`config.mk`:
```
export PLATFORM = sky130hd
export DESIGN_NAME = acc_top
export DESIGN_NICKNAME = d
export VERILOG_FILES = /design/src/rtl/acc_pkg.sv /design/src/rtl/acc_top.sv
export SDC_FILE = /design/constraint.sdc
export NUM_CORES = 1
export LEC_CHECK = 0
export ABC_CLOCK_PERIOD_IN_PS = 2250
export BUFFER_PORTS_ARGS = -buffer_cell sky130_fd_sc_hd__buf_2
export CAP_MARGIN = 20
export CORE_MARGIN = 2
export CORE_UTILIZATION = 30
export CTS_BUF_LIST = sky130_fd_sc_hd__clkbuf_4 sky130_fd_sc_hd__clkbuf_8
export CTS_CLUSTER_DIAMETER = 30
export CTS_CLUSTER_SIZE = 14
export DETAILED_ROUTE_END_ITERATION = 10
export PLACE_DENSITY = 0.59
export SKIP_LAST_GASP = 1
export SYNTH_ARGS = -nofsm -noshare
export SYNTH_HDL_FRONTEND = slang
export SYNTH_SLANG_ARGS = --single-unit
```
`constraint.sdc`:
```
create_clock -name pclk -period 2.25 [get_ports pclk]
set_input_delay 0.225 -clock pclk [delete_from_list [all_inputs] [get_ports pclk]]
set_output_delay 0.225 -clock pclk [all_outputs]
set_load 0.005 [all_outputs]
```
`src/rtl/acc_pkg.sv`:
```
// package: register map, field layout and timing constants of the converter control block
package acc_pkg;
  // ************************************************************
  // register offsets (byte addresses)
  // ************************************************************
  localparam logic [7:0] ACC_CTRL_OFF = 8'h00;
  localparam logic [7:0] ACC_CLKSEL_OFF = 8'h04;
  localparam logic [7:0] ACC_RESULT_LO_OFF = 8'h08;
  localparam logic [7:0] ACC_RESULT_HI_OFF = 8'h0c;
  localparam logic [7:0] ACC_IRQ_A_OFF = 8'h10;
  localparam logic [7:0] ACC_IRQ_B_OFF = 8'h14;
  // ************************************************************
  // field positions
  // ************************************************************
  localparam int ACC_CTRL_START_BIT = 7;
  localparam int ACC_CTRL_DONE_N_BIT = 6;
  localparam int ACC_CTRL_PIN_LSB = 3;
  localparam int ACC_CTRL_CHAN_LSB = 0;
  localparam int ACC_CLKSEL_PD_BIT = 7;
  localparam int ACC_CLKSEL_DIV_LSB = 0;
  localparam int ACC_IRQA_GLOBAL_BIT = 0;
  localparam int ACC_IRQB_MF_BIT = 0;
  localparam int ACC_IRQB_CONV_EN_BIT = 1;
  localparam int ACC_IRQB_REQ_BIT = 4;
  // ************************************************************
  // reset values and codes
  // ************************************************************
  localparam logic [2:0] ACC_PIN_RESET = 3'h0;
  localparam logic [2:0] ACC_CHAN_RESET = 3'h0;
  localparam logic [2:0] ACC_DIV_RESET = 3'h0;
  localparam logic ACC_PD_RESET = 1'b1;
  localparam logic [2:0] ACC_DIV_BY2 = 3'h0;
  localparam logic [2:0] ACC_DIV_BY8 = 3'h1;
  localparam logic [2:0] ACC_DIV_BY32 = 3'h2;
  localparam logic [2:0] ACC_PIN_ALL = 3'h7;
  // ************************************************************
  // timing and code format
  // ************************************************************
  localparam int ACC_CONV_PERIODS = 16;
  localparam int ACC_CODE_BITS = 12;
  localparam int ACC_CODE_STEPS = 4096;
  localparam logic [ACC_CODE_BITS-1:0] ACC_FULL_SCALE = 12'hfff;

  typedef enum logic [1:0] {
    ACC_IDLE = 2'b00,
    ACC_HELD = 2'b01,
    ACC_CONV = 2'b11
  } acc_state_type;

  typedef struct packed {
    logic psel;
    logic penable;
    logic pwrite;
    logic [7:0] paddr;
    logic [31:0] pwdata;
  } acc_apb_req_type;
endpackage : acc_pkg

```
`src/rtl/acc_top.sv`:
```
// converter control: apb registers, start sequencing, timed conversion, result and irq gating
//
// Added by the designer: the APB register port and the placing of the registers.
`timescale 1ns/1ns
// Behaviour
// - done flag (active low) falls once a conversion finishes
// - result readable as low byte and high byte registers
// - conversion lasts sixteen converter clock periods
// - irq reaches cpu only with global, multi-function and converter enables
// - irq serviced only when enabled and return stack has room
// - conversion runs autonomously once started
// - setup comes only from run-time register bits
// - pin select zero returns pins to io and powers converter down
// - power-down bit switches converter off regardless of pins
// - 12-bit codes, full scale all ones, step is reference over 4096
// - half-step offset on input
// - clock select value 1 gives divide by eight, powered on
// - control value 0x20 makes four low pins analog, channel zero
// - start held high keeps converter reset, done flag high
// - converter on only when power-down zero and pin select nonzero
// - divider 0 by two, 1 by eight, 2 by thirty-two, 3 undefined
// - pin select 7 makes all eight shared pins analog
module acc_top
  import acc_pkg::*;
#(
  parameter int CONV_PERIODS = ACC_CONV_PERIODS
)(
  input wire logic pclk,
  input wire logic presetn,
  input wire logic psel,
  input wire logic penable,
  input wire logic pwrite,
  input wire logic [7:0] paddr,
  input wire logic [31:0] pwdata,
  output logic [31:0] prdata,
  output logic pready,
  output logic pslverr,
  input wire logic [ACC_CODE_BITS-1:0] sample_code,
  input wire logic stack_has_room,
  output logic converter_enable,
  output logic [7:0] analog_pin_mask,
  output logic [2:0] analog_channel_select,
  output logic sample_strobe,
  output logic irq_out
);
  initial
  begin
    if (CONV_PERIODS < 2 || CONV_PERIODS > 255)
      $error("acc_top: CONV_PERIODS out of range");
    if (int'(ACC_FULL_SCALE) != ACC_CODE_STEPS - 1)
      $error("acc_top: code width and step count disagree");
  end

  // ************************************************************
  // register state
  // ************************************************************
  acc_apb_req_type req;
  acc_state_type state_q;
  logic start_q;
  logic [2:0] analog_pin_select_q;
  logic [2:0] chan_q;
  logic converter_power_down_q;
  logic [2:0] converter_clock_divider_q;
  logic global_irq_enable_q;
  logic multi_function_irq_enable_q;
  logic converter_irq_enable_q;
  logic converter_irq_request_q;
  logic conversion_done_n_q;
  logic [ACC_CODE_BITS-1:0] result_q;
  logic [4:0] div_cnt_q;
  logic [7:0] period_cnt_q;
  logic [4:0] div_last;
  logic tick;
  logic enabled;
  logic wr;
  logic rd;
  logic known;
  logic finish;
  logic [7:0] pin_mask_d;

  assign req = '{psel: psel, penable: penable, pwrite: pwrite, paddr: paddr, pwdata: pwdata};
  assign wr = req.psel && req.penable && req.pwrite;
  assign rd = req.psel && !req.penable && !req.pwrite;
  assign known = req.paddr == ACC_CTRL_OFF || req.paddr == ACC_CLKSEL_OFF
    || req.paddr == ACC_RESULT_LO_OFF || req.paddr == ACC_RESULT_HI_OFF
    || req.paddr == ACC_IRQ_A_OFF || req.paddr == ACC_IRQ_B_OFF;
  // on only with power-down clear and pins selected
  assign enabled = !converter_power_down_q && (analog_pin_select_q != 3'h0);

  // ************************************************************
  // software writes
  // ************************************************************
  always_ff @(posedge pclk or negedge presetn)
  begin
    if (!presetn)
    begin
      start_q <= 1'b0;
      analog_pin_select_q <= ACC_PIN_RESET;
      chan_q <= ACC_CHAN_RESET;
      converter_power_down_q <= ACC_PD_RESET;
      converter_clock_divider_q <= ACC_DIV_RESET;
      global_irq_enable_q <= 1'b0;
      multi_function_irq_enable_q <= 1'b0;
      converter_irq_enable_q <= 1'b0;
    end
    else if (wr && req.paddr == ACC_CTRL_OFF)
    begin
      start_q <= req.pwdata[ACC_CTRL_START_BIT];
      analog_pin_select_q <= req.pwdata[ACC_CTRL_PIN_LSB +: 3];
      chan_q <= req.pwdata[ACC_CTRL_CHAN_LSB +: 3];
    end
    else if (wr && req.paddr == ACC_CLKSEL_OFF)
    begin
      converter_power_down_q <= req.pwdata[ACC_CLKSEL_PD_BIT];
      converter_clock_divider_q <= req.pwdata[ACC_CLKSEL_DIV_LSB +: 3];
    end
    else if (wr && req.paddr == ACC_IRQ_A_OFF)
    begin
      global_irq_enable_q <= req.pwdata[ACC_IRQA_GLOBAL_BIT];
    end
    else if (wr && req.paddr == ACC_IRQ_B_OFF)
    begin
      multi_function_irq_enable_q <= req.pwdata[ACC_IRQB_MF_BIT];
      converter_irq_enable_q <= req.pwdata[ACC_IRQB_CONV_EN_BIT];
    end
  end

  // ************************************************************
  // converter clock divider
  // ************************************************************
  always_comb
  begin
    unique case (converter_clock_divider_q)
      ACC_DIV_BY2: div_last = 5'd1;
      ACC_DIV_BY8: div_last = 5'd7;
      ACC_DIV_BY32: div_last = 5'd31;
      // code 3 undefined: run it at the slowest rate
      default: div_last = 5'd31;
    endcase
  end

  always_ff @(posedge pclk or negedge presetn)
  begin
    if (!presetn)
      div_cnt_q <= 5'd0;
    else if (state_q != ACC_CONV || div_cnt_q >= div_last)
      div_cnt_q <= 5'd0;
    else
      div_cnt_q <= div_cnt_q + 5'd1;
  end
  assign tick = state_q == ACC_CONV && div_cnt_q >= div_last;
  assign finish = tick && period_cnt_q == 8'(CONV_PERIODS - 1);

  // ************************************************************
  // start sequencing and conversion
  // ************************************************************
  always_ff @(posedge pclk or negedge presetn)
  begin
    if (!presetn)
    begin
      state_q <= ACC_IDLE;
      period_cnt_q <= 8'd0;
      conversion_done_n_q <= 1'b1;
    end
    else if (start_q)
    begin
      state_q <= ACC_HELD;
      period_cnt_q <= 8'd0;
      conversion_done_n_q <= 1'b1;
    end
    else
    begin
      unique case (state_q)
        ACC_IDLE:
        begin
          period_cnt_q <= 8'd0;
        end
        ACC_HELD:
        begin
          // falling step of the start pulse
          state_q <= enabled ? ACC_CONV : ACC_IDLE;
          period_cnt_q <= 8'd0;
        end
        ACC_CONV:
        begin
          conversion_done_n_q <= 1'b1;
          if (!enabled)
            state_q <= ACC_IDLE;
          else if (finish)
          begin
            state_q <= ACC_IDLE;
            conversion_done_n_q <= 1'b0;
          end
          else if (tick)
            period_cnt_q <= period_cnt_q + 8'd1;
        end
        // unused code: fall back to idle
        default:
        begin
          state_q <= ACC_IDLE;
        end
      endcase
    end
  end

  // result captured at completion, held until the next
  always_ff @(posedge pclk or negedge presetn)
  begin
    if (!presetn)
      result_q <= '0;
    else if (!start_q && state_q == ACC_CONV && enabled && finish)
      result_q <= sample_code & ACC_FULL_SCALE;
  end

  // request flag: completion wins over a software clear
  always_ff @(posedge pclk or negedge presetn)
  begin
    if (!presetn)
      converter_irq_request_q <= 1'b0;
    else if (!start_q && state_q == ACC_CONV && enabled && finish)
      converter_irq_request_q <= 1'b1;
    else if (wr && req.paddr == ACC_IRQ_B_OFF)
      converter_irq_request_q <= req.pwdata[ACC_IRQB_REQ_BIT];
  end

  // ************************************************************
  // shared pin map: n low pins for select n, all eight at 7
  // ************************************************************
  always_comb
  begin
    unique case (analog_pin_select_q)
      3'h0: pin_mask_d = 8'h00;
      3'h1: pin_mask_d = 8'h01;
      3'h2: pin_mask_d = 8'h03;
      3'h3: pin_mask_d = 8'h07;
      3'h4: pin_mask_d = 8'h0f;
      3'h5: pin_mask_d = 8'h1f;
      3'h6: pin_mask_d = 8'h3f;
      ACC_PIN_ALL: pin_mask_d = 8'hff;
    endcase
  end

  // ************************************************************
  // outputs
  // ************************************************************
  always_ff @(posedge pclk or negedge presetn)
  begin
    if (!presetn)
    begin
      irq_out <= 1'b0;
      converter_enable <= 1'b0;
      analog_pin_mask <= 8'h00;
      analog_channel_select <= 3'h0;
      sample_strobe <= 1'b0;
    end
    else
    begin
      irq_out <= converter_irq_request_q && global_irq_enable_q && multi_function_irq_enable_q
        && converter_irq_enable_q && stack_has_room;
      converter_enable <= enabled;
      analog_pin_mask <= pin_mask_d;
      analog_channel_select <= chan_q;
      sample_strobe <= !start_q && state_q == ACC_CONV && enabled && finish;
    end
  end

  // ************************************************************
  // apb slave: answer in the access phase, one wait-free cycle
  // ************************************************************
  always_ff @(posedge pclk or negedge presetn)
  begin
    if (!presetn)
    begin
      prdata <= 32'h0;
      pready <= 1'b0;
      pslverr <= 1'b0;
    end
    else
    begin
      pready <= req.psel && !req.penable;
      pslverr <= req.psel && !req.penable && !known;
      if (rd)
      begin
        unique case (req.paddr)
          ACC_CTRL_OFF: prdata <= {24'h0, start_q, conversion_done_n_q, analog_pin_select_q, chan_q};
          ACC_CLKSEL_OFF: prdata <= {24'h0, converter_power_down_q, 4'h0, converter_clock_divider_q};
          ACC_RESULT_LO_OFF: prdata <= {24'h0, result_q[7:0]};
          ACC_RESULT_HI_OFF: prdata <= {28'h0, result_q[11:8]};
          ACC_IRQ_A_OFF: prdata <= {31'h0, global_irq_enable_q};
          ACC_IRQ_B_OFF: prdata <= {27'h0, converter_irq_request_q, 2'h0,
            converter_irq_enable_q, multi_function_irq_enable_q};
          default: prdata <= 32'h0;
        endcase
      end
    end
  end
endmodule : acc_top

```
==> results.yml, run 1 <==
finish:
  final_nets: 416
  drive_gt1_frac: 0.378
  fill_cells: 1043
  syn2layout_area_growth_pct: 23.0
  seqCellArea_sq_um: 1650
  diodes: 0
  multiInputGateArea_sq_um: 1380
run:
  maxCapViolations: 0
critical_path:
  ff2ff_setup_slack_ns: 0.03
  path_class: "flop to flop"
  cp_max_fo: 14
  worstSetupEndpoint: "result_q[6]$_DFFE_PN0P_"
  start_kind: "flop"
  endpoint_kind: "flop"
  crit_path_start: "period_cnt_q[4]$_DFFE_PN0P_"
  crit_arrival_ns: 2.44
  r2r_cells: 5
  worstPathRequired_ns: 2.47
  regToRegEndpoint: "result_q[6]$_DFFE_PN0P_"
  r2r_start: "period_cnt_q[4]$_DFFE_PN0P_"
place:
  port_buffers: 56
  dp_slack_ns: -0.142
  hpwl_um: 4950
  gp_congestion: 0.802
route:
  vias_per_cell: 4.53
  vias: 2233
  drt_iter0_drc: 57
  antenna_left: 0
  first_pass_iters: 4
  routed_wirelength_um: 6700
  wl_per_cell_um: 13.6
  remaining_drc_errors: 0
cts:
  cts_tree: "done"
  cts_sinks: 66
  cts_max_level: 3
  clkSlewWorstSetupHoldPaths_ns: 0.08
  numCtsBuffers: 9
  cts_buffer_depth: 2
  cts-root-buf: "clkbuf_8"
  clk-insertion-delay-late_ns: 0.34
power:
  p_leak_nw: 1.97
  ir_drop_v: 0.000299
  comb_power_share: 0.063
  switching_share: 0.226
  p_int_mw: 1.94
  p_total_mw: 2.51
  seq_power_share: 0.491
  p_switching_mw: 0.567
  p_per_area_nw_per_um2: 647
  clkPwrFrac: 0.446
hold_path:
  hp-class: "input pin to flop"
status:
  status: "finished clean"
global_routing:
  antenna_found_initial: 0
  grt_max_degree: 61
  grt_pass1_vias: 2294
  grt.overflow.total: 0
  track_usage: 0.125
  grt_pass1_wl_um: 11100
synthesis:
  synthMostInstantiatedCell: "dfrtp_1"
  synth_commonest_cells: "dfrtp_1, buf_4, mux2_2, nor2_1, o21ai_0"
  synth_top_area_cell: "dfrtp_1"
  syn_area_sq_um: 3150
  synthTopCellsByArea: "dfrtp_1, mux2_2, buf_4, mux2_4, o21ai_0"
  synth_async_sr_flop_share: 1.00
  synth_top_area_frac: 0.508
  avgSynthCellArea_sq_um: 11.4
  ys_types: 43
  syn_inst: 276
  ys.warnings.count: 0
  synthFlopType: "dfrtp_1"
  synth-seq-cells: 66
  yosysSeqAreaShare: 0.525
  synth_edf_count: 0
timing:
  max_freq_mhz: 450
  holdWs_ns: 0.105
  finalWorstSetupSlack_ns: 0.0256
  fin_crit_ns: 2.22
  fin_skew_ns: 0.00995
  rsz0062_at_grt: "true"
  relSlewSlack: 0.550
  hold_viol: 0
  fin_crit_sh: 0.989
  drv_slew: 0
  worst_pin_slew_ns: 0.670
  setup_viol: 0
floorplanning:
  io_pins: 106
  die_x_um: 106
  coreArea_sq_um: 10300
  dieArea_sq_um: 11300
  die_height_um: 106
  rows: 37
  start_util: 0.307
## worst min path at each step
stage,start,to,cells past startpoint
6_report,stack_has_room,irq_out$_DFF_PN0_,3
5_1_grt,sample_code[9],result_q[9]$_DFFE_PN0P_,2
4_1_cts,stack_has_room,irq_out$_DFF_PN0_,3
3_5_place_dp,presetn,result_q[2]$_DFFE_PN0P_,1
3_3_place_gp,presetn,result_q[2]$_DFFE_PN0P_,1
2_1_floorplan,presetn,analog_channel_select[0]$_DFF_PN0_,0
## layout by cell type, fill, tap and decap left out, types with 7 or more instances in the layout
cell / n
nor2_1: 19
mux2_2: 20
conb_1: 24
mux2_4: 8
and3_1: 7
o31ai_1: 7
clkbuf_8: 10
nand2_1: 17
dfrtp_1: 64
inv_1: 7
buf_2: 56
buf_4: 15
nand3_1: 13
o21ai_0: 17
## cells by family (layout without fill, tap and decap cells)
| family | after synthesis | after routing | synth area share |
|---|---|---|---|
| muxes | 36 | 36 | 0.143 |
| buffers and inverters | 38 | 96 | 0.0774 |
| and+or+nand+nor | 84 | 84 | 0.140 |
| DFF | 66 | 66 | 0.525 |
| xor gates and xnor gates | 3 | 3 | 0.00834 |
| adders and majority gates | 6 | 6 | 0.0238 |
| AOI/OAI and AO/OA | 42 | 42 | 0.0814 |
| other | 1 | 24 | 0.00119 |
## stage by stage
step | setup TNS, ns | area [sq um] | util | cells
floorplan | -0.181 | 3240 | - | 299
CTS | 0 | 3850 | 0.374 | 492
finish | 0 | 3880 | 0.377 | 493
global route | -0.407 | 3880 | 0.377 | 493
detailed placement | -1.85 | 3590 | 0.350 | 475
global placement | -0.979 | 3590 | 0.350 | 475
## worst max-delay path, cell delays in order (launching register included)
cell and delay [ns]:
dfrtp_1 0.39, or4_4 0.55, or4_4 0.52, nor2b_4 0.19, nand2_8 0.13, mux2_4 0.32
## repair_timing
action | CTS | global route
setup endpoints to repair | 24 | 16
hold buffers | 1 | 0
gates cloned | 0 | 0
pin swaps | 0 | 5
resized for setup | 4 | 4
buffers inserted | 0 | 1
endpoints found under the hold margin | 6 | 0
## power groups by stage
stage / sequential, mW / clock [mW] / combinational [mW]
floorplan: 1.25 / 0 / 0.105
global placement: 1.25 / 0 / 0.157
detailed placement: 1.25 / 0 / 0.159
CTS: 1.23 / 1.16 / 0.162
global route: 1.23 / 1.22 / 0.182
finish: 1.23 / 1.12 / 0.159
## metal layers
metal / part of all wire / GRT usage / routed length [um] / vias to the layer above
li1: - / - / - / 1081
met3: 0.062 / 0.0423 / 418 / 9
met4: 0.011 / 0.0399 / 71 / 0
met1: 0.45 / 0.157 / 3030 / 1077
met2: 0.47 / 0.205 / 3170 / 66
met5: 0 / 0 / 0 / -
## cell type report
type	count	area share
Sequential cell	66	0.427
Multi-Input combinational cell	195	0.355
Timing Repair Buffer	73	0.109
Tap cell	136	0.0439
Clock buffer	10	0.0355
Clock inverter	6	0.0229
Inverter	7	0.00678
## sequential cells by signal, indices dropped and copies added, names as in the netlist, 3 cells and up
signal	cells
div_cnt_q	5
chan_q	3
analog_channel_select	3
period_cnt_q	8
converter_clock_divider_q	3
result_q	12
analog_pin_select_q	3
analog_pin_mask	7
prdata	8
Power figures use the tool's default switching activity.
==> run 2, diff against run 1 <==
- GPL_TIMING_DRIVEN: default -> 0
- SETUP_SLACK_MARGIN: default -> 0.3
- SKIP_LAST_GASP: 1 -> default
==> run 2 against run 1 <==
- sequential share of layout area is 3.7 points lower
- highest routed layer unchanged
- via count rose by 6.0%
- utilization rose by 3.6 points
- the flow now finishes with violations (hold timing, setup timing)
- design area increased by 9.4%
- worst hold slack got worse by 0.14 ns
- count of clock-buffer cells in the layout stayed put
- critical path depth rose by 1
- routed wire length up 4.5%
- total power is 5.2% higher
- fmax fell by 3.2%
- register-to-register slack worse by 0.07 ns
==> results.yml, run 2 (synthesized netlist as in run 1, its figures left out) <==
critical_path:
  cpMostUsedCell: "or4_4"
  worstPathRequired_ns: 2.47
  start_kind: "flop"
  crit_path_max_incr_delay_ns: 0.54
  path_class: "flop to flop"
  cp_max_fo: 5
  regToRegEndpoint: "result_q[9]$_DFFE_PN0P_"
  endpoint_kind: "flop"
  critical-path-slowest-cell: "or4_4"
  ff2ff_setup_slack_ns: -0.05
  path_cells: "or4_4 > or4_4 > nor2b_4 > nand2_4 > buf_12 > mux2_4"
  r2r_start: "period_cnt_q[4]$_DFFE_PN0P_"
  crit_arrival_ns: 2.52
  r2r_cells: 6
route:
  first_pass_iters: 4
  antenna_left: 0
  wl_per_cell_um: 13.3
  remaining_drc_errors: 0
  routed_wirelength_um: 7000
  vias: 2367
  drt_iter0_drc: 75
  vias_per_cell: 4.51
timing:
  hold_viol: 37
  finalWorstSetupSlack_ns: -0.0490
  max_freq_mhz: 435
  fin_crit_ns: 2.30
  relSlewSlack: 0.454
  fin_crit_sh: 1.02
  setup_viol: 12
  fin_skew_ns: 0.0119
  holdWs_ns: -0.0334
  rsz0062_at_grt: "true"
  drv_slew: 0
  worst_pin_slew_ns: 0.819
global_routing:
  grt_pass1_vias: 2256
  grt_max_degree: 67
  grt.overflow.total: 0
  antenna_found_initial: 0
  track_usage: 0.127
  grt_pass1_wl_um: 11100
cts:
  clkSlewWorstSetupHoldPaths_ns: 0.08
  cts-root-buf: "clkbuf_8"
  cts_sinks: 66
  cts_hold_buffers: 0
  clk-insertion-delay-late_ns: 0.35
  cts_max_level: 3
  cts_buffer_depth: 2
  numCtsBuffers: 9
  cts_tree: "done"
floorplanning:
  die_height_um: 106
  start_util: 0.307
  rows: 37
  coreArea_sq_um: 10300
  dieArea_sq_um: 11300
  die_x_um: 106
  io_pins: 106
power:
  p_per_area_nw_per_um2: 622
  p_total_mw: 2.64
  p_leak_nw: 2.16
  ir_drop_v: 0.000273
finish:
  multiInputGateArea_sq_um: 1470
  syn2layout_area_growth_pct: 34.6
  fin_area_sq_um: 4240
  post-route-util: 0.413
  drive_gt1_frac: 0.447
  diodes: 0
  seqCellArea_sq_um: 1650
  final_nets: 448
  fill_cells: 1039
  layout_common_cells: "dfrtp_1, buf_2, buf_4"
  largest_reg_flops: 12
  mostFrequentLayoutCell: "dfrtp_1"
  reg_top3: "result_q: 12 flops, period_cnt_q: 8 flops, prdata: 8 flops"
  regMostFlops: "result_q"
run:
  maxCapViolations: 0
status:
  status: "finished with violations"
  violations: "hold timing, setup timing"
hold_path:
  hp-class: "input pin to async pin"
place:
  hpwl_um: 4840
  dp_slack_ns: -0.251
  port_buffers: 55
  dpl_cell_area_sq_um: 3680
  gp_congestion: 0.790
## run 2: how the worst max path moves through the flow
stage / start / to / slack (ns) / cells past startpoint
after floorplan: period_cnt_q[4]$_DFFE_PN0P_ / result_q[10]$_DFFE_PN0P_ / -0.02 / 6
after global placement: converter_clock_divider_q[2]$_DFFE_PN0P_ / result_q[7]$_DFFE_PN0P_ / -0.20 / 8
after detailed placement: converter_clock_divider_q[2]$_DFFE_PN0P_ / result_q[11]$_DFFE_PN0P_ / -0.25 / 8
after CTS: period_cnt_q[4]$_DFFE_PN0P_ / result_q[9]$_DFFE_PN0P_ / -0.05 / 6
after global routing: period_cnt_q[4]$_DFFE_PN0P_ / result_q[6]$_DFFE_PN0P_ / -0.09 / 6
final: period_cnt_q[4]$_DFFE_PN0P_ / result_q[9]$_DFFE_PN0P_ / -0.05 / 6
## run 2: per-layer routing
metal	GRT usage	wire (um)
met5	0	0
met4	0.0436	121
met3	0.0386	388
met2	0.200	3280
met1	0.166	3210
## run 2: repair_timing
item	CTS	global route
gates resized for setup	19	22
buffers inserted	14	3
cloned	2	0
pin swaps	3	12
endpoints found under the setup margin	37	28
## run 2: final cells by class
cell class                      count  share of cell area
Clock inverter                      6              0.0271
Timing Repair Buffer               73               0.106
Sequential cell                    66               0.390
Buffer                             31              0.0537
Inverter                            7             0.00619
Multi-Input combinational cell    196               0.346
Clock buffer                       10              0.0310
Tap cell                          136              0.0401
## run 2: report_power, final
group          switching, mW  internal [mW]
combinational         0.0932         0.0959
clock                  0.467          0.752
sequential            0.0170           1.22
total                  0.577           2.06
## run 2: critical path, delay by kind of cell, from the launching register on
family / cells / cell delay, ns
buffers and inverters: 1 / 0.16
DFF: 1 / 0.40
muxes: 1 / 0.28
and+or+nand+nor: 4 / 1.33
## run 2: metrics by stage
stage	setup TNS [ns]	instances
after floorplan	-0.181	299
after global placement	-3.15	490
after detailed placement	-4.66	490
after CTS	-0.391	522
after global routing	-0.947	525
final	-0.424	525
